===== config.mk =====
export PLATFORM = sky130hd
export DESIGN_NAME = sos_top
export DESIGN_NICKNAME = d
export VERILOG_FILES = /design/src/core/sos_pkg.sv /design/src/core/sos_top.sv /design/src/core/sos_sync.sv /design/src/core/sos_mode_switch.sv
export SDC_FILE = /design/constraint.sdc
export NUM_CORES = 1
export LEC_CHECK = 0
export BUFFER_PORTS_ARGS = -buffer_cell sky130_fd_sc_hd__buf_4
export CORE_ASPECT_RATIO = 0.5
export CORE_MARGIN = 5
export CORE_UTILIZATION = 53
export CTS_CLUSTER_DIAMETER = 120
export CTS_CLUSTER_SIZE = 28
export DETAILED_ROUTE_END_ITERATION = 12
export GPL_ROUTABILITY_DRIVEN = 0
export MAX_ROUTING_LAYER = met4
export PLACE_DENSITY = 0.86
export SETUP_SLACK_MARGIN = 0.15
export SYNTH_ARGS = -nofsm -noshare
export SYNTH_HDL_FRONTEND = slang
export SYNTH_SLANG_ARGS = --single-unit

===== constraint.sdc =====
create_clock -name clk -period 3.1 [get_ports clk]
set_clock_uncertainty 0.1 [all_clocks]
set_input_delay 0.62 -clock clk [delete_from_list [all_inputs] [get_ports clk]]
set_output_delay 0.62 -clock clk [all_outputs]
set_load 0.005 [all_outputs]

===== src/core/sos_pkg.sv =====
/*
 * Package for the sequence option switch decoder: register map, switch bit
 * positions, reset values, level constant defaults and carrier structs.
 * Assumes a single 20 MHz control clock and a plain strobe register port.
 */
`default_nettype none

package sos_pkg;

	// ==========================================================
	// Register map
	localparam logic [3:0] ADDR_SWITCHES = 4'h0;
	localparam logic [3:0] ADDR_TRQ_LVL = 4'h1;
	localparam logic [3:0] ADDR_SPD_LVL = 4'h2;
	localparam logic [3:0] ADDR_ACC_LVL = 4'h3;
	localparam logic [3:0] ADDR_ERR_LVL = 4'h4;
	localparam logic [3:0] ADDR_ESTOP_TRQ = 4'h5;
	localparam logic [3:0] ADDR_STATUS = 4'h6;
	localparam logic [3:0] ADDR_IRQ_MASK = 4'h7;
	localparam logic [3:0] ADDR_IRQ_STATUS = 4'h8;

	// ==========================================================
	// Switch bit positions
	localparam int BIT_FWD_LIMIT_OFF = 2;
	localparam int BIT_REV_LIMIT_OFF = 3;
	localparam int BIT_IND_TORQUE = 4;
	localparam int BIT_AUTO_RESET = 5;
	localparam int BIT_ALARM_COAST = 6;
	localparam int BIT_BRAKE_HOLD = 7;
	localparam int BIT_OT_TORQUE = 8;
	localparam int BIT_OT_CLAMP = 9;
	localparam int BIT_KEEP_ERROR = 10;
	localparam int BIT_MSW_OFF = 11;
	localparam int BIT_MSW_SEL_LO = 12;

	// ==========================================================
	// Reset values
	localparam logic [15:0] SWITCHES_RESET = 16'h0080;
	localparam logic [15:0] TRQ_LVL_RESET = 16'h00c8;
	localparam logic [15:0] SPD_LVL_RESET = 16'h0000;
	localparam logic [15:0] ACC_LVL_RESET = 16'h0000;
	localparam logic [15:0] ERR_LVL_RESET = 16'h2710;
	localparam logic [15:0] ESTOP_TRQ_RESET = 16'h0064;

	// Interrupt event bit positions.
	localparam int IRQ_ALARM = 0;
	localparam int IRQ_OVERTRAVEL = 1;
	localparam int IRQ_STOPPED = 2;
	localparam int IRQ_MODE_SWITCH = 3;
	localparam int IRQ_WIDTH = 4;

	// Settle count so a stop counts as finished only after a steady zero speed.
	localparam real STOP_SETTLE_US = 10.0;
	localparam real CLK_MHZ = 20.0;
	localparam logic [7:0] STOP_SETTLE_CYC = 8'($rtoi(STOP_SETTLE_US * CLK_MHZ));

	// ==========================================================
	// Mode switch trigger select
	typedef enum logic [1:0] {
		MSW_TORQUE = 2'h0,
		MSW_SPEED = 2'h1,
		MSW_ACCEL = 2'h2,
		MSW_ERROR = 2'h3
	} sos_msw_sel_t;

	// Stop sequencer states.
	typedef enum logic [4:0] {
		ST_RUN = 5'h01,
		ST_BRAKE = 5'h02,
		ST_COAST = 5'h04,
		ST_DECEL = 5'h08,
		ST_HALT = 5'h10
	} sos_state_t;

	typedef struct packed {
		logic [15:0] torque;
		logic [15:0] speed;
		logic [15:0] accel;
		logic [15:0] error;
	} sos_levels_t;

	typedef struct packed {
		logic [15:0] torque_ref;
		logic [15:0] speed_ref;
		logic [15:0] accel;
		logic [15:0] error_count;
	} sos_meas_t;

	// Magnitude of a signed two's complement quantity.
	function automatic logic [15:0] sos_abs(input logic [15:0] v);
		return v[15] ? 16'(-v) : v;
	endfunction

endpackage

`default_nettype wire


===== src/core/sos_top.sv =====
/*
 * Sequence option switch decoder: register file, alarm and overtravel stop
 * sequencer, indicator output, error counter clear and mode switch control.
 * Assumes pin inputs are asynchronous and measurements come from the clk domain.
 */
`default_nettype none

// Overview of operation
// Bit 4 selects indicator: running (0) or torque limiting (1).
// Bit 5 set clears alarm automatically on power recovery; else alarm stays.
// Alarm stop uses dynamic brake when bit 6 is 0, coasting when 1.
// After alarm brake stop, bit 7 clear releases brake; set keeps it applied.
// Overtravel stop follows bit 6 when bit 8 is 0; else torque decel.
// After torque overtravel stop: servo off if bit 9 clear, zero-clamp if set.
// At servo off, error count cleared if bit A is 0, kept if 1.
// Bit B clear enables mode switch with trigger from bits D and C.
// D,C select torque, speed, acceleration or error pulse comparison.
// Four level constants with defaults 200, 0, 0 and 10000.
// Bits 2 and 3 ignore forward or reverse travel limit inputs.
// Above level the speed loop goes P-only; below level back to PI.
// Switch word applied only when no stop sequence is in progress.
module sos_top
	import sos_pkg::*;
(
	// Clock and reset
	input wire logic clk,
	input wire logic rst_n,
	// Register port
	input wire logic [3:0] reg_addr,
	input wire logic [15:0] reg_wdata,
	input wire logic reg_wr,
	input wire logic reg_rd,
	output logic [15:0] reg_rdata,
	// Pin inputs
	input wire logic forward_travel_limit,
	input wire logic reverse_travel_limit,
	input wire logic alarm_in,
	input wire logic power_restored,
	input wire logic servo_on_req,
	// Drive feedback
	input wire logic motor_running,
	input wire logic motor_stopped,
	input wire logic torque_limiting,
	input wire sos_meas_t meas,
	// Drive controls
	output logic motion_indicator_output,
	output logic servo_enable,
	output logic dyn_brake,
	output logic torque_decel,
	output logic [15:0] emergency_stop_torque,
	output logic zero_clamp,
	output logic clear_error_count,
	output logic alarm_active,
	output logic p_only_loop,
	output logic irq
);

	logic [15:0] sequence_option_switches;
	logic [15:0] pending_switches;
	logic pending;
	sos_levels_t levels;
	logic [15:0] estop_trq;
	logic [IRQ_WIDTH-1:0] irq_mask;
	logic [IRQ_WIDTH-1:0] irq_status;
	logic [IRQ_WIDTH-1:0] events;
	sos_state_t state;
	sos_state_t next_state;
	logic [7:0] settle;
	logic [4:0] pins;
	logic fwd_lim, rev_lim, alarm_pin, pwr_back, son;
	logic pwr_back_d;
	logic alarm_latched;
	logic overtravel;
	logic servo_on_d;
	logic msw_p;
	logic msw_p_d;
	logic stop_done;

	sos_sync #(
		.W(5)
	) u_sync (
		.clk(clk),
		.rst_n(rst_n),
		.async_in({forward_travel_limit, reverse_travel_limit, alarm_in, power_restored,
			servo_on_req}),
		.sync_out(pins)
	);
	assign {fwd_lim, rev_lim, alarm_pin, pwr_back, son} = pins;

	sos_mode_switch u_msw (
		.clk(clk),
		.rst_n(rst_n),
		.enable(!sequence_option_switches[BIT_MSW_OFF]),
		.sel(sos_msw_sel_t'(sequence_option_switches[BIT_MSW_SEL_LO +: 2])),
		.levels(levels),
		.meas(meas),
		.p_only(msw_p)
	);

	// Ignored limit inputs always permit travel in that direction.
	assign overtravel = (fwd_lim && !sequence_option_switches[BIT_FWD_LIMIT_OFF]) ||
		(rev_lim && !sequence_option_switches[BIT_REV_LIMIT_OFF]);

	assign stop_done = (settle == STOP_SETTLE_CYC);

	// ==========================================================
	// Register writes
	// A new switch word waits in a holding register while a stop runs, so
	// the stop method cannot change under a motor that is already stopping.
	always_ff @(posedge clk) begin
		if (!rst_n) begin
			sequence_option_switches <= SWITCHES_RESET;
			pending_switches <= SWITCHES_RESET;
			pending <= 1'b0;
		end else if (reg_wr && reg_addr == ADDR_SWITCHES) begin
			pending_switches <= reg_wdata;
			pending <= 1'b1;
		end else if (pending && state == ST_RUN) begin
			sequence_option_switches <= pending_switches;
			pending <= 1'b0;
		end
	end

	always_ff @(posedge clk) begin
		if (!rst_n) begin
			levels <= {TRQ_LVL_RESET, SPD_LVL_RESET, ACC_LVL_RESET, ERR_LVL_RESET};
			estop_trq <= ESTOP_TRQ_RESET;
			irq_mask <= '0;
		end else if (reg_wr) begin
			unique case (reg_addr)
				ADDR_TRQ_LVL: levels.torque <= reg_wdata;
				ADDR_SPD_LVL: levels.speed <= reg_wdata;
				ADDR_ACC_LVL: levels.accel <= reg_wdata;
				ADDR_ERR_LVL: levels.error <= reg_wdata;
				ADDR_ESTOP_TRQ: estop_trq <= reg_wdata;
				ADDR_IRQ_MASK: irq_mask <= reg_wdata[IRQ_WIDTH-1:0];
				default: ;
			endcase
		end
	end

	// ==========================================================
	// Register reads
	always_ff @(posedge clk) begin
		if (!rst_n) begin
			reg_rdata <= '0;
		end else if (reg_rd) begin
			unique case (reg_addr)
				ADDR_SWITCHES: reg_rdata <= pending ? pending_switches :
					sequence_option_switches;
				ADDR_TRQ_LVL: reg_rdata <= levels.torque;
				ADDR_SPD_LVL: reg_rdata <= levels.speed;
				ADDR_ACC_LVL: reg_rdata <= levels.accel;
				ADDR_ERR_LVL: reg_rdata <= levels.error;
				ADDR_ESTOP_TRQ: reg_rdata <= estop_trq;
				ADDR_STATUS: reg_rdata <= {8'h00, pending, msw_p, overtravel, alarm_latched,
					3'(state == ST_BRAKE ? 3'h1 : state == ST_COAST ? 3'h2 :
					state == ST_DECEL ? 3'h3 : state == ST_HALT ? 3'h4 : 3'h0),
					servo_enable};
				ADDR_IRQ_MASK: reg_rdata <= {12'h000, irq_mask};
				ADDR_IRQ_STATUS: reg_rdata <= {12'h000, irq_status};
				default: reg_rdata <= '0;
			endcase
		end else begin
			reg_rdata <= '0;
		end
	end

	// ==========================================================
	// Alarm latch
	always_ff @(posedge clk) begin
		if (!rst_n) begin
			pwr_back_d <= 1'b0;
			alarm_latched <= 1'b0;
		end else begin
			pwr_back_d <= pwr_back;
			if (alarm_pin) begin
				alarm_latched <= 1'b1;
			end else if (pwr_back && !pwr_back_d &&
				sequence_option_switches[BIT_AUTO_RESET]) begin
				alarm_latched <= 1'b0;
			end
		end
	end

	// ==========================================================
	// Stop sequencer
	always_comb begin
		next_state = state;
		unique case (state)
			ST_RUN: begin
				if (alarm_latched) begin
					next_state = sequence_option_switches[BIT_ALARM_COAST] ? ST_COAST :
						ST_BRAKE;
				end else if (overtravel) begin
					if (sequence_option_switches[BIT_OT_TORQUE]) begin
						next_state = ST_DECEL;
					end else begin
						next_state = sequence_option_switches[BIT_ALARM_COAST] ? ST_COAST :
							ST_BRAKE;
					end
				end
			end
			ST_BRAKE, ST_COAST: begin
				if (stop_done) begin
					next_state = ST_HALT;
				end
			end
			ST_DECEL: begin
				if (stop_done) begin
					next_state = ST_HALT;
				end
			end
			ST_HALT: begin
				if (!alarm_latched && !overtravel) begin
					next_state = ST_RUN;
				end
			end
			default: next_state = ST_RUN;
		endcase
	end

	always_ff @(posedge clk) begin
		if (!rst_n) begin
			state <= ST_RUN;
			settle <= '0;
		end else begin
			state <= next_state;
			if (next_state != state || !motor_stopped) begin
				settle <= '0;
			end else if (!stop_done) begin
				settle <= 8'(settle + 8'h01);
			end
		end
	end

	// ==========================================================
	// Drive outputs
	// Halt after a torque stop is recorded so the zero-clamp choice applies.
	logic halt_from_decel;
	always_ff @(posedge clk) begin
		if (!rst_n) begin
			halt_from_decel <= 1'b0;
		end else if (state == ST_DECEL) begin
			halt_from_decel <= 1'b1;
		end else if (state == ST_RUN || state == ST_BRAKE || state == ST_COAST) begin
			halt_from_decel <= 1'b0;
		end
	end

	always_ff @(posedge clk) begin
		if (!rst_n) begin
			servo_enable <= 1'b0;
			dyn_brake <= 1'b0;
			torque_decel <= 1'b0;
			zero_clamp <= 1'b0;
			emergency_stop_torque <= '0;
			alarm_active <= 1'b0;
		end else begin
			alarm_active <= alarm_latched;
			torque_decel <= (state == ST_DECEL);
			emergency_stop_torque <= (state == ST_DECEL) ? estop_trq : 16'h0000;
			dyn_brake <= (state == ST_BRAKE) ||
				(state == ST_HALT && !halt_from_decel && alarm_latched &&
				!sequence_option_switches[BIT_ALARM_COAST] &&
				sequence_option_switches[BIT_BRAKE_HOLD]);
			zero_clamp <= (state == ST_HALT) && halt_from_decel &&
				sequence_option_switches[BIT_OT_CLAMP];
			servo_enable <= son && ((state == ST_RUN) || (state == ST_DECEL) ||
				(state == ST_HALT && halt_from_decel &&
				sequence_option_switches[BIT_OT_CLAMP]));
		end
	end

	// ==========================================================
	// Indicator, error clear and loop mode
	always_ff @(posedge clk) begin
		if (!rst_n) begin
			motion_indicator_output <= 1'b0;
			servo_on_d <= 1'b0;
			clear_error_count <= 1'b0;
			p_only_loop <= 1'b0;
			msw_p_d <= 1'b0;
		end else begin
			motion_indicator_output <= sequence_option_switches[BIT_IND_TORQUE] ?
				torque_limiting : motor_running;
			servo_on_d <= servo_enable;
			clear_error_count <= servo_on_d && !servo_enable &&
				!sequence_option_switches[BIT_KEEP_ERROR];
			p_only_loop <= msw_p;
			msw_p_d <= msw_p;
		end
	end

	// ==========================================================
	// Interrupts
	// Stop completion fires once, on the last cycle of a brake, coast or decel phase.
	assign events = {msw_p && !msw_p_d,
		(state != ST_RUN) && (state != ST_HALT) && stop_done, overtravel && state == ST_RUN,
		alarm_pin && !alarm_latched};

	// A read clears the status, but an event in the same cycle still lands.
	always_ff @(posedge clk) begin
		if (!rst_n) begin
			irq_status <= '0;
			irq <= 1'b0;
		end else begin
			irq_status <= ((reg_rd && reg_addr == ADDR_IRQ_STATUS) ? '0 : irq_status) |
				events;
			irq <= |(irq_status & irq_mask);
		end
	end

endmodule

`default_nettype wire


===== src/core/sos_sync.sv =====
/*
 * Two flip-flop synchroniser for a group of level inputs.
 * Assumes inputs are asynchronous to clk.
 */
`default_nettype none

module sos_sync
	import sos_pkg::*;
#(
	parameter int W = 1
) (
	// Clock and reset
	input wire logic clk,
	input wire logic rst_n,
	// Data
	input wire logic [W-1:0] async_in,
	output logic [W-1:0] sync_out
);

	logic [W-1:0] meta;

	// ==========================================================
	// Synchroniser
	always_ff @(posedge clk) begin
		if (!rst_n) begin
			meta <= '0;
			sync_out <= '0;
		end else begin
			meta <= async_in;
			sync_out <= meta;
		end
	end

endmodule

`default_nettype wire


===== src/core/sos_mode_switch.sv =====
/*
 * Mode switch comparator: picks the trigger quantity and compares it with
 * its level constant. Assumes measurements are in the clk domain.
 */
`default_nettype none

module sos_mode_switch
	import sos_pkg::*;
(
	// Clock and reset
	input wire logic clk,
	input wire logic rst_n,
	// Selection
	input wire logic enable,
	input wire sos_msw_sel_t sel,
	input wire sos_levels_t levels,
	input wire sos_meas_t meas,
	// Result
	output logic p_only
);

	logic [15:0] value;
	logic [15:0] level;

	always_comb begin
		value = '0;
		level = '0;
		unique case (sel)
			MSW_TORQUE: begin
				value = sos_abs(meas.torque_ref);
				level = levels.torque;
			end
			MSW_SPEED: begin
				value = sos_abs(meas.speed_ref);
				level = levels.speed;
			end
			MSW_ACCEL: begin
				value = sos_abs(meas.accel);
				level = levels.accel;
			end
			MSW_ERROR: begin
				value = sos_abs(meas.error_count);
				level = levels.error;
			end
		endcase
	end

	// ==========================================================
	// P-only while above the level; at the level the loop keeps its state.
	always_ff @(posedge clk) begin
		if (!rst_n) begin
			p_only <= 1'b0;
		end else if (!enable) begin
			p_only <= 1'b0;
		end else if (value > level) begin
			p_only <= 1'b1;
		end else if (value < level) begin
			p_only <= 1'b0;
		end
	end

endmodule

`default_nettype wire


==> summary.txt, run 1 <==
STA
  • Final hold vios: 0
  • Rel. slew slack: 35.3%
  • Fin. max-slew vios: 0
  • Least-Margin Pin Slew: 0.967 ns
  • Fmax: 0.337 GHz
  • RSZ-0062 raised after global routing: yes
  • Setup Viol. Count Final: 0
  • Final period util: 95.6%
  • Fin crit period: 2.97 ns
  • Setup TNS: 0 ns
  • Hold_ws: 0.279 ns

Clocking
  • Clk_lat worst skew: 0.44 ns
  • Hold-fix buffers, CTS: 0
  • CTS root buf: clkbuf_16
  • H-Tree Depth: 4
  • Max Buffers Root-to-Sink: 2
  • CTS tree: yes
  • Clock slew at reported path FFs: 0.08 ns
  • CTS Sinks: 190
  • CTS Buf Count: 17

Route
  • DRT iter0 DRCs: 1371
  • Post-Route WL: 33400 um
  • DRT antenna net count: 0
  • Total number of vias: 10200
  • TritonRoute pass-1 iters: 6
  • Routed vias/inst: 6.26
  • WL/cell: 20.4 um
  • DRC Markers: 0

Global route
  • Initial antenna violation count: 0
  • GRT Total Usage: 29.8%
  • Grt ovf: 0
  • First-pass GRT wire length: 51300 um
  • Vias in the first global route: 9763
  • Largest net degree at the start of global routing: 64

Logic synthesis
  • Register area share after synthesis: 37.1%
  • Syn Area/Cell: 8.57 um2
  • Synthesized area: 0.0102 mm2
  • Yosys Warn Count: 0
  • FFs w/ async S/R, synth: 0%
  • Number of flops mapped to enable cells by yosys: 0
  • Number of synthesized register bits: 190
  • Synth cell types: 82
  • Post-Syn Nets: 1314
  • Synth Flop Type: dfxtp_1
  • Syn Inst Count: 1196

Power
  • NetSw: 1.45 mW
  • Lkg Pwr: 4.80 nW
  • Pwr Density: 439 mW/mm2
  • Clock Power Share: 42.0%
  • VDD IR max: 333 uV
  • Flop pwr share: 45.3%
  • Sw frac: 26.2%
  • Internal power: 4.10 mW
  • Gate power share: 12.8%

Layout
  • Fraction of layout instances using a drive strength above 1: 24.2%
  • P&R area growth vs syn: 23.4%
  • Fin nets: 1478
  • Core Util, Final: 67.6%
  • Diodes inserted: 0
  • Most frequent cells in the layout: 270 x nand2_1, 213 x buf_4, 189 x dfxtp_1
  • Commonest non-fill, non-tap cell in the layout: nand2_1
  • Post-route design area: 0.0126 mm2

Outcome
  • Outcome: completed

Setup path
  • FF-to-FF End: u_msw.p_only$_SDFFE_PP0P_
  • CP Data Arrival Time: 3.19 ns
  • Crit path kind: in -> reg
  • CP startpoint kind: primary input
  • CP endpoint kind: flip-flop
  • CP max FO: 4
  • Crit path required time: 3.33 ns
  • FF-to-FF setup slack: 0.30 ns
  • Reg2Reg Depth: 10
  • Worst R2R Start: sequence_option_switches[13]$_SDFFE_PN0P_

Floorplan
  • Die Span Y: 108 um
  • Initial Utilization: 54.8%
  • Core Area: 0.0187 mm2
  • Chip width: 207 um
  • Die area: 0.0224 mm2
  • Num rows: 35
  • Ports: 137

Placement
  • Input/output buffers: 136
  • Post-DP Area: 0.0119 mm2
  • Dpl hpwl: 23300 um

Worst hold path
  • HP Class: in -> reg
  • Worst hold start: forward_travel_limit
  • WHS Path Cells: 2
  • Worst Hold End: u_sync.meta[4]$_SDFF_PN0_

Run
  • Max Cap Viol: 0
metrics by stage:
step | power, mW | setup slack, ns | std cells
detailed placement | 3.22 | -0.416 | 1599
finish | 5.56 | 0.135 | 1632
CTS | 5.52 | 0.151 | 1631
global placement | 3.20 | -0.327 | 1599
global route | 5.73 | 0.0202 | 1632
floorplan | 2.90 | 0.117 | 1196
metal layers:
| layer | global-route usage (%) | part of all wire, % | vias up | wire (um) |
|---|---|---|---|---|
| met5 | - | 0 | - | 0 |
| met2 | 46.7 | 44 | 781 | 14700 |
| li1 | - | - | 4522 | - |
| met3 | 8.00 | 14 | 170 | 4820 |
| met4 | 10.2 | 3.8 | 0 | 1280 |
| met1 | 37.6 | 38 | 4739 | 12600 |
area by class of cell:
cell class	count	area, um2
Tap cell	259	324
Inverter	34	128
Sequential cell	190	3800
Clock inverter	15	199
Clock buffer	17	425
Multi-Input combinational cell	899	6090
Fill cell	1356	6050
Timing Repair Buffer	218	1680
power by group through the flow:
stage	clock network [mW]	logic, mW	registers (mW)
final	2.33	0.709	2.51
after global routing	2.45	0.758	2.52
after CTS	2.34	0.667	2.51
after detailed placement	0	0.655	2.57
after global placement	0	0.638	2.57
after floorplan	0	0.353	2.55
worst max-delay path by stage:
stage / slack (ns) / from / end
2_1_floorplan: 0.12 / meas[25] / u_msw.p_only$_SDFFE_PP0P_
3_3_place_gp: -0.33 / meas[5] / u_msw.p_only$_SDFFE_PP0P_
3_5_place_dp: -0.42 / meas[53] / u_msw.p_only$_SDFFE_PP0P_
4_1_cts: 0.15 / meas[5] / u_msw.p_only$_SDFFE_PP0P_
5_1_grt: 0.02 / meas[22] / u_msw.p_only$_SDFFE_PP0P_
6_report: 0.13 / meas[16] / u_msw.p_only$_SDFFE_PP0P_
kinds of logic after synthesis:
group	after synthesis	share of synthesized area, %
compound gates	270	19.2
xor+xnor	60	5.13
fa+ha+maj	22	2.69
buf+inv	107	4.88
flops	190	37.1
mux	57	8.48
simple gates	490	22.5
flip-flops by register name, summed over array words and instances (netlist names), 4 cells and up:
name / count
emergency_stop_torque: 16
estop_trq: 16
irq_mask: 4
irq_status: 4
levels: 64
pending_switches: 16
reg_rdata: 16
sequence_option_switches: 16
settle: 8
state: 5
u_sync.meta: 5
u_sync.sync_out: 5
timing repair:
action	CTS	global route
pin swaps	0	14
gates resized for setup	4	28
setup buffers	0	1
endpoints found under the setup margin	1	1
cell usage after synthesis (5+ instances only):
cell type,number,share of area [%]
a21boi_0,107,7.8
a21oi_1,28,1.4
a222oi_1,6,0.59
a22o_1,5,0.43
a22oi_1,15,1.1
a31oi_1,11,0.67
and2_1,24,1.5
and3_1,21,1.3
buf_2,16,0.78
clkbuf_1,43,1.6
clkbuf_8,5,0.67
dfxtp_1,190,37
ha_1,22,2.7
inv_1,33,1.2
mux2_2,9,0.99
mux2i_1,25,2.4
mux4_2,23,5.1
nand2_1,273,10
nand2b_1,14,0.85
nand3_1,31,1.5
nand3b_1,5,0.37
nor2_1,40,1.5
nor2b_1,20,1.2
nor3_1,16,0.78
nor4_1,9,0.55
o21ai_0,30,1.5
o31ai_1,13,0.95
o32ai_1,5,0.43
o41ai_1,8,0.68
or2_2,7,0.43
or3_1,5,0.31
xnor2_1,31,2.6
xor2_1,29,2.5
critical path: stages:
cell	delay (ns)
buf_4	0.13
inv_1	0.05
ha_1	0.16
nand2b_1	0.11
o21ai_0	0.28
xnor2_1	0.13
mux4_2	0.49
ha_1	0.34
a21oi_1	0.14
nor2b_1	0.06
a2111oi_1	0.29
o21ai_1	0.16
a31oi_1	0.16
a211oi_1	0.07
No activity file was read; power rests on OpenSTA's default activity.
==> run 2, diff against run 1 <==
SLEW_MARGIN = 10   (was not set)
clock period = 2.5 ns   (was 3.1 ns; I/O delays follow)
==> run 2 against run 1 <==
  * The flow now finishes with violations (negative setup slack)
  * Sequential cell count did not move
  * Design area is 3.2% higher
  * Final cell count rose by 3.3%
  * Total power grew 21%
  * First-iteration DRC count grew 30%
  * Setup slack lost 0.46 ns
  * Sequential share of layout area is 0.93 points lower
  * Critical path depth increased by 1
  * Global-route usage grew 1.2 points
  * Clock-buffer cell count rose by 2
  * Largest cell class unchanged
  * Sequential power rose by 24%
  * Clock power rose by 14%
  * Critical path type unchanged
==> summary.txt, run 2 (synthesized netlist as in run 1, its figures left out) <==
Outcome
  • Outcome: complete, but fails checks
  • Failing checks: negative setup slack

Setup path
  • CP startpoint kind: primary input
  • CP endpoint kind: flip-flop
  • Worst path bufs/invs: 2 (unchanged)
  • FF-to-FF End: u_msw.p_only$_SDFFE_PP0P_
  • Worst R2R Start: sequence_option_switches[12]$_SDFFE_PN0P_
  • Crit path kind: in -> reg
  • FF-to-FF setup slack: -0.17 ns (-0.47 ns)
  • Worst path slowest cell: o41ai_4
  • Crit path required time: 2.74 ns (-0.59 ns)
  • CP top delay family: compound AO/OA/AOI/OAI gates
  • Reg2Reg Depth: 10 (unchanged)
  • Crit-path cells: buf_4 > nor4_4 > buf_4 > nand2b_4 > o41ai_4 > xor2_1 > mux2i_1 > a221o_1 > ha_1 > nand2_2 > o21ai_2 > a21oi_2 > o21ai_1 > a31oi_1 > a211oi_1
  • Crit path top cell by count: buf_4
  • Critical Path Sink: u_msw.p_only$_SDFFE_PP0P_
  • Crit-path max cell delay: 0.36 ns (-0.13 ns)
  • CP Data Arrival Time: 3.06 ns (-0.13 ns)
  • Levels on crit path: 15 (+1)
  • Source of the critical timing path: meas[4]
  • CP max FO: 2 (-2)

Power
  • NetSw: 1.76 mW (+21%)
  • Pwr Density: 514 mW/mm2 (+17%)
  • Lkg Pwr: 5.06 nW (+5.4%)
  • Gate power share: 14.1% (+1.3 points)
  • VDD IR max: 456 uV (+37%)
  • Flop pwr share: 46.5% (+1.2 points)
  • Sw frac: 26.3% (+0.13 points)
  • Clock Power Share: 39.5% (-2.5 points)
  • Internal power: 4.95 mW (+21%)

Layout
  • Most frequent cells in the layout: 271 x nand2_1, 261 x buf_4, 189 x dfxtp_1
  • Largest register FFs: 64 (unchanged)
  • Fraction of layout instances using a drive strength above 1: 26.7% (+2.5 points)
  • Fin nets: 1530 (+3.5%)
  • Commonest non-fill, non-tap cell in the layout: nand2_1
  • Largest Register: levels
  • P&R area growth vs syn: 27.4%
  • Core Util, Final: 69.8% (+2.2 points)

STA
  • Final period util: 113%
  • Final worst setup slack: -0.324 ns (-0.459 ns)
  • Rel. slew slack: 54.8% (+20 points)
  • Final hold vios: 0 (unchanged)
  • RSZ-0062 raised after global routing: yes
  • Fin crit period: 2.82 ns
  • Least-Margin Pin Slew: 0.676 ns (-0.291 ns)
  • Fin. max-slew vios: 0 (unchanged)
  • Hold_ws: 0.180 ns (-0.0993 ns)
  • Fmax: 0.354 GHz
  • Setup Viol. Count Final: 1 (+1)

Floorplan
  • Initial Utilization: 54.8% (unchanged)
  • Core Area: 0.0187 mm2 (unchanged)
  • Chip width: 207 um (unchanged)
  • Die area: 0.0224 mm2 (unchanged)
  • Ports: 137 (unchanged)
  • Die Span Y: 108 um (unchanged)
  • Num rows: 35 (unchanged)

Route
  • Total number of vias: 10600 (+3.4%)
  • Post-Route WL: 35000 um (+4.9%)
  • DRT antenna net count: 0 (unchanged)
  • DRT iter0 DRCs: 1778 (+30%)
  • TritonRoute pass-1 iters: 12 (+6)
  • WL/cell: 20.8 um (+1.5%)
  • DRC Markers: 0 (unchanged)
  • Routed vias/inst: 6.26 (+0.11%)

Worst hold path
  • HP Class: in -> reg
  • WHS Path Cells: 2 (unchanged)

Placement
  • Dpl hpwl: 25200 um (+8.3%)
  • Input/output buffers: 136 (unchanged)
  • Worst slack at placement: -0.989 ns (-0.574 ns)

Global route
  • GRT Total Usage: 31.0% (+1.2 points)
  • Vias in the first global route: 10400 (+6.2%)
  • Grt ovf: 0 (unchanged)
  • Initial antenna violation count: 1 (+1)
  • Largest net degree at the start of global routing: 71 (+11%)
  • First-pass GRT wire length: 53400 um (+4.0%)

Clocking
  • CTS Buf Count: 17 (unchanged)
  • CTS tree: yes
  • Max Buffers Root-to-Sink: 2 (unchanged)
  • Clk_lat worst skew: 0.42 ns (-0.02 ns)
  • CTS Sinks: 190 (unchanged)
  • Hold-fix buffers, CTS: 0 (unchanged)
  • Clock slew at reported path FFs: 0.07 ns (about the same)
  • H-Tree Depth: 4 (unchanged)
  • CTS root buf: clkbuf_16

Run
  • Max Cap Viol: 0 (unchanged)
-- run 2: routing by layer --
layer | vias to the layer above | part of all wire, % | global-route usage (%)
met2 | 877 | 44 | 48.9
met1 | 4846 | 37 | 38.0
met4 | 0 | 4.9 | 12.7
met5 | - | 0 | -
li1 | 4624 | - | -
met3 | 214 | 14 | 8.18
-- run 2: power by group through the flow --
stage | Clock [mW] | Sequential, mW | Combinational, mW
after detailed placement | 0 | 3.18 | 0.869
after global placement | 0 | 3.18 | 0.837
after floorplan | 0 | 3.16 | 0.437
after global routing | 2.81 | 3.12 | 0.999
final | 2.65 | 3.12 | 0.943
after CTS | 2.65 | 3.12 | 0.890
-- run 2: area by class of cell --
| cell class | count | area (um2) |
|---|---|---|
| multi-input combinational | 899 | 6100 |
| fill | 1312 | 5640 |
| sequential | 190 | 3800 |
| timing repair buffer | 270 | 2120 |
| clock buffer | 19 | 443 |
| tap | 259 | 324 |
| clock inverter | 13 | 129 |
| inverter | 34 | 128 |
| antenna | 2 | 5.00 |
-- run 2: metrics by stage --
step           total power, mW  cells  TNS [ns]  instance area (um2)
3_3_place_gp              4.02   1651    -0.761                12300
3_5_place_dp              4.05   1651    -0.989                12300
2_1_floorplan             3.60   1196    -0.363                10300
5_1_grt                   6.93   1685    -0.502                13100
4_1_cts                   6.65   1683    -0.272                13000
6_report                  6.71   1686    -0.324                13100
-- run 2: how the worst min path moves through the flow --
stage | from | endpoint | slack (ns)
3_5_place_dp | servo_on_d$_SDFF_PN0_ | clear_error_count$_SDFF_PN0_ | 0.31
6_report | forward_travel_limit | u_sync.meta[4]$_SDFF_PN0_ | 0.18
2_1_floorplan | servo_on_d$_SDFF_PN0_ | clear_error_count$_SDFF_PN0_ | 0.30
3_3_place_gp | servo_on_d$_SDFF_PN0_ | clear_error_count$_SDFF_PN0_ | 0.30
5_1_grt | power_restored | u_sync.meta[1]$_SDFF_PN0_ | 0.16
4_1_cts | forward_travel_limit | u_sync.meta[4]$_SDFF_PN0_ | 0.17
-- run 2: timing repair --
action	CTS	global route
gates resized for setup	16	13
buffers inserted	0	1
cloned	0	0
setup endpoints to repair	1	1
pin swaps	4	9
==> run 3, diff against run 2 <==
CORE_MARGIN = not set   (was 5)
==> run 3 against run 2 <==
  * The flow still finishes with violations (negative setup slack)
  * Sequential share of layout area decreased by 0.19 points
  * Clock power is 2% lower
  * Via count decreased by 1.4%
  * Setup slack improved by 0.044 ns
  * Wire length shrank 2.3%
  * Worst hold slack worse by 0.012 ns
  * Clock-buffer cell count is 4 higher
  * Total power shrank 0.50%
  * Combinational power is 1% higher
  * Register-to-register slack hardly changed
  * Critical path depth unchanged
  * Critical endpoint unchanged
  * Largest cell class unchanged
  * Largest power group unchanged
  * Highest routed layer unchanged
==> summary.txt, run 3 (synthesized netlist as in run 1, its figures left out) <==
Route
  • Routed vias/inst: 6.22 (-0.76%)
  • DRT iter0 DRCs: 1143 (-36%)
  • WL/cell: 20.4 um (-1.6%)
  • TritonRoute pass-1 iters: 6 (-6)
  • Total number of vias: 10400 (-1.4%)
  • DRT antenna net count: 0 (unchanged)
  • Post-Route WL: 34200 um (-2.3%)
  • DRC Markers: 0 (unchanged)

Layout
  • Commonest non-fill, non-tap cell in the layout: nand2_1
  • Largest register FFs: 64 (unchanged)
  • Most frequent cells in the layout: 270 x nand2_1, 250 x buf_4, 189 x dfxtp_1
  • Largest Register: levels
  • Fillers: 1305 (-0.53%)
  • Diodes inserted: 0 (-2)
  • Post-route design area: 0.0131 mm2 (+0.67%)
  • P&R area growth vs syn: 28.2%
  • Fin nets: 1521 (-0.59%)
  • Fraction of layout instances using a drive strength above 1: 27.5% (+0.81 points)

Floorplan
  • Die area: 0.0199 mm2 (-11%)
  • Die Span Y: 100 um (-7.4%)
  • Chip width: 199 um (-3.9%)
  • Core Area: 0.0187 mm2 (-0.23%)
  • Initial Utilization: 54.9% (+0.13 points)
  • Num rows: 35 (unchanged)
  • Ports: 137 (unchanged)

Outcome
  • Outcome: complete, but fails checks
  • Failing checks: negative setup slack

Clocking
  • CTS tree: yes
  • Setup Fix Bufs, Post-CTS: 0 (unchanged)
  • Hold-fix buffers, CTS: 0 (unchanged)
  • CTS Buf Count: 17 (unchanged)
  • CTS root buf: clkbuf_16
  • Max Buffers Root-to-Sink: 2 (unchanged)
  • H-Tree Depth: 4 (unchanged)
  • Clk_lat worst skew: 0.43 ns (about the same)
  • CTS Sinks: 190 (unchanged)
  • Clock slew at reported path FFs: 0.07 ns (about the same)

Power
  • VDD IR max: 563 uV (+23%)
  • Pwr Density: 508 mW/mm2 (-1.2%)
  • Lkg Pwr: 5.04 nW (-0.30%)

Global route
  • Largest net degree at the start of global routing: 77 (+8.5%)
  • First-pass GRT wire length: 51700 um (-3.1%)
  • Initial antenna violation count: 0 (-1)
  • GRT Total Usage: 34.5% (+3.5 points)
  • Grt ovf: 0 (unchanged)
  • Vias in the first global route: 9949 (-4.1%)

STA
  • Fmax: 0.360 GHz (+1.6%)
  • Fin. max-slew vios: 0 (unchanged)
  • Final worst setup slack: -0.280 ns (+0.0445 ns)
  • RSZ-0062 raised after global routing: yes
  • Least-Margin Pin Slew: 0.761 ns (+0.0842 ns)
  • Rel. slew slack: 49.3% (-5.5 points)
  • Final hold vios: 0 (unchanged)
  • Setup Viol. Count Final: 1 (unchanged)
  • Fin crit period: 2.78 ns (-0.0445 ns)
  • Final period util: 111% (-1.8 points)

Setup path
  • CP endpoint kind: flip-flop
  • FF-to-FF setup slack: -0.17 ns (about the same)
  • CP max FO: 4 (+2)
  • CP startpoint kind: primary input
  • Reg2Reg Depth: 10 (unchanged)
  • Crit path required time: 2.72 ns (-0.02 ns)
  • CP Data Arrival Time: 3.00 ns (-0.06 ns)
  • Crit path kind: in -> reg

Worst hold path
  • HP Class: in -> reg
  • WHS Path Cells: 2 (unchanged)

Placement
  • Input/output buffers: 136 (unchanged)
  • Post-DP Area: 0.0123 mm2 (-0.28%)
  • Worst slack at placement: -0.799 ns (+0.191 ns)
  • Dpl hpwl: 24200 um (-3.9%)

Run
  • Max Cap Viol: 0 (unchanged)
[run 3: cell count changes in the layout (fill, tap and decap cells not counted), sizes merged, moves of 2 or more]
cell and change:
diode -2, clkinvlp +4, clkinv -4, clkbuf +4, buf -9, inv -3
[run 3: final timing paths]
check,end,start
setup / recovery,u_msw.p_only$_SDFFE_PP0P_,meas[35]
hold / removal,u_sync.meta[4]$_SDFF_PN0_,forward_travel_limit
setup reg to reg,u_msw.p_only$_SDFFE_PP0P_,sequence_option_switches[12]$_SDFFE_PN0P_
hold reg to reg,clear_error_count$_SDFF_PN0_,servo_on_d$_SDFF_PN0_
[run 3: critical path, cell delays in order]
cell      delay (ns)
buf_4           0.13
nor4_4          0.30
nand2_1         0.13
buf_4           0.17
o21ai_1         0.17
xor2_1          0.21
o22ai_1         0.11
a211o_1         0.24
ha_1            0.33
a21oi_1         0.20
o21ai_2         0.07
a21oi_1         0.13
o21ai_1         0.09
a31oi_1         0.16
a211oi_1        0.07
[run 3: cell type report]
| type | count | area [um2] | area share [%] |
|---|---|---|---|
| multi-input cells | 899 | 6240 | 47.5 |
| clock inverters | 9 | 76.3 | 0.581 |
| well taps | 259 | 324 | 2.47 |
| flip-flops and latches | 190 | 3800 | 29.0 |
| inverters | 34 | 128 | 0.971 |
| clock buffers | 23 | 488 | 3.71 |
| repair buffers | 261 | 2080 | 15.9 |
[run 3: power by group]
part / internal (mW) / switching, mW / leakage [nW]
combinational: 0.449 / 0.505 / 3.24
clock: 1.40 / 1.21 / 0.265
sequential: 3.07 / 0.0468 / 1.54
[run 3: what timing repair did]
action,4_1_cts,5_1_grt
setup endpoints to repair,1,1
resized for setup,15,42
pin swaps,3,21
[run 3: metrics by stage]
| stage | TNS (ns) | hold slack, ns | utilization [%] | total power [mW] | instances |
|---|---|---|---|---|---|
| 2_1_floorplan | -0.363 | 0.300 | - | 3.60 | 1196 |
| 3_3_place_gp | -0.769 | 0.306 | 65.9 | 4.02 | 1643 |
| 3_5_place_dp | -0.799 | 0.315 | 65.9 | 4.04 | 1643 |
| 4_1_cts | -0.260 | 0.167 | 69.3 | 6.59 | 1675 |
| 5_1_grt | -0.420 | 0.173 | 70.4 | 6.85 | 1675 |
| 6_report | -0.280 | 0.168 | 70.4 | 6.68 | 1675 |
[run 3: layer usage]
| metal | vias up | GRT usage [%] | routed length [um] |
|---|---|---|---|
| li1 | 4620 | - | - |
| met1 | 4826 | 42.7 | 12700 |
| met2 | 804 | 52.6 | 15200 |
| met3 | 162 | 9.78 | 4910 |
| met4 | 0 | 15.4 | 1390 |
| met5 | - | - | 0 |
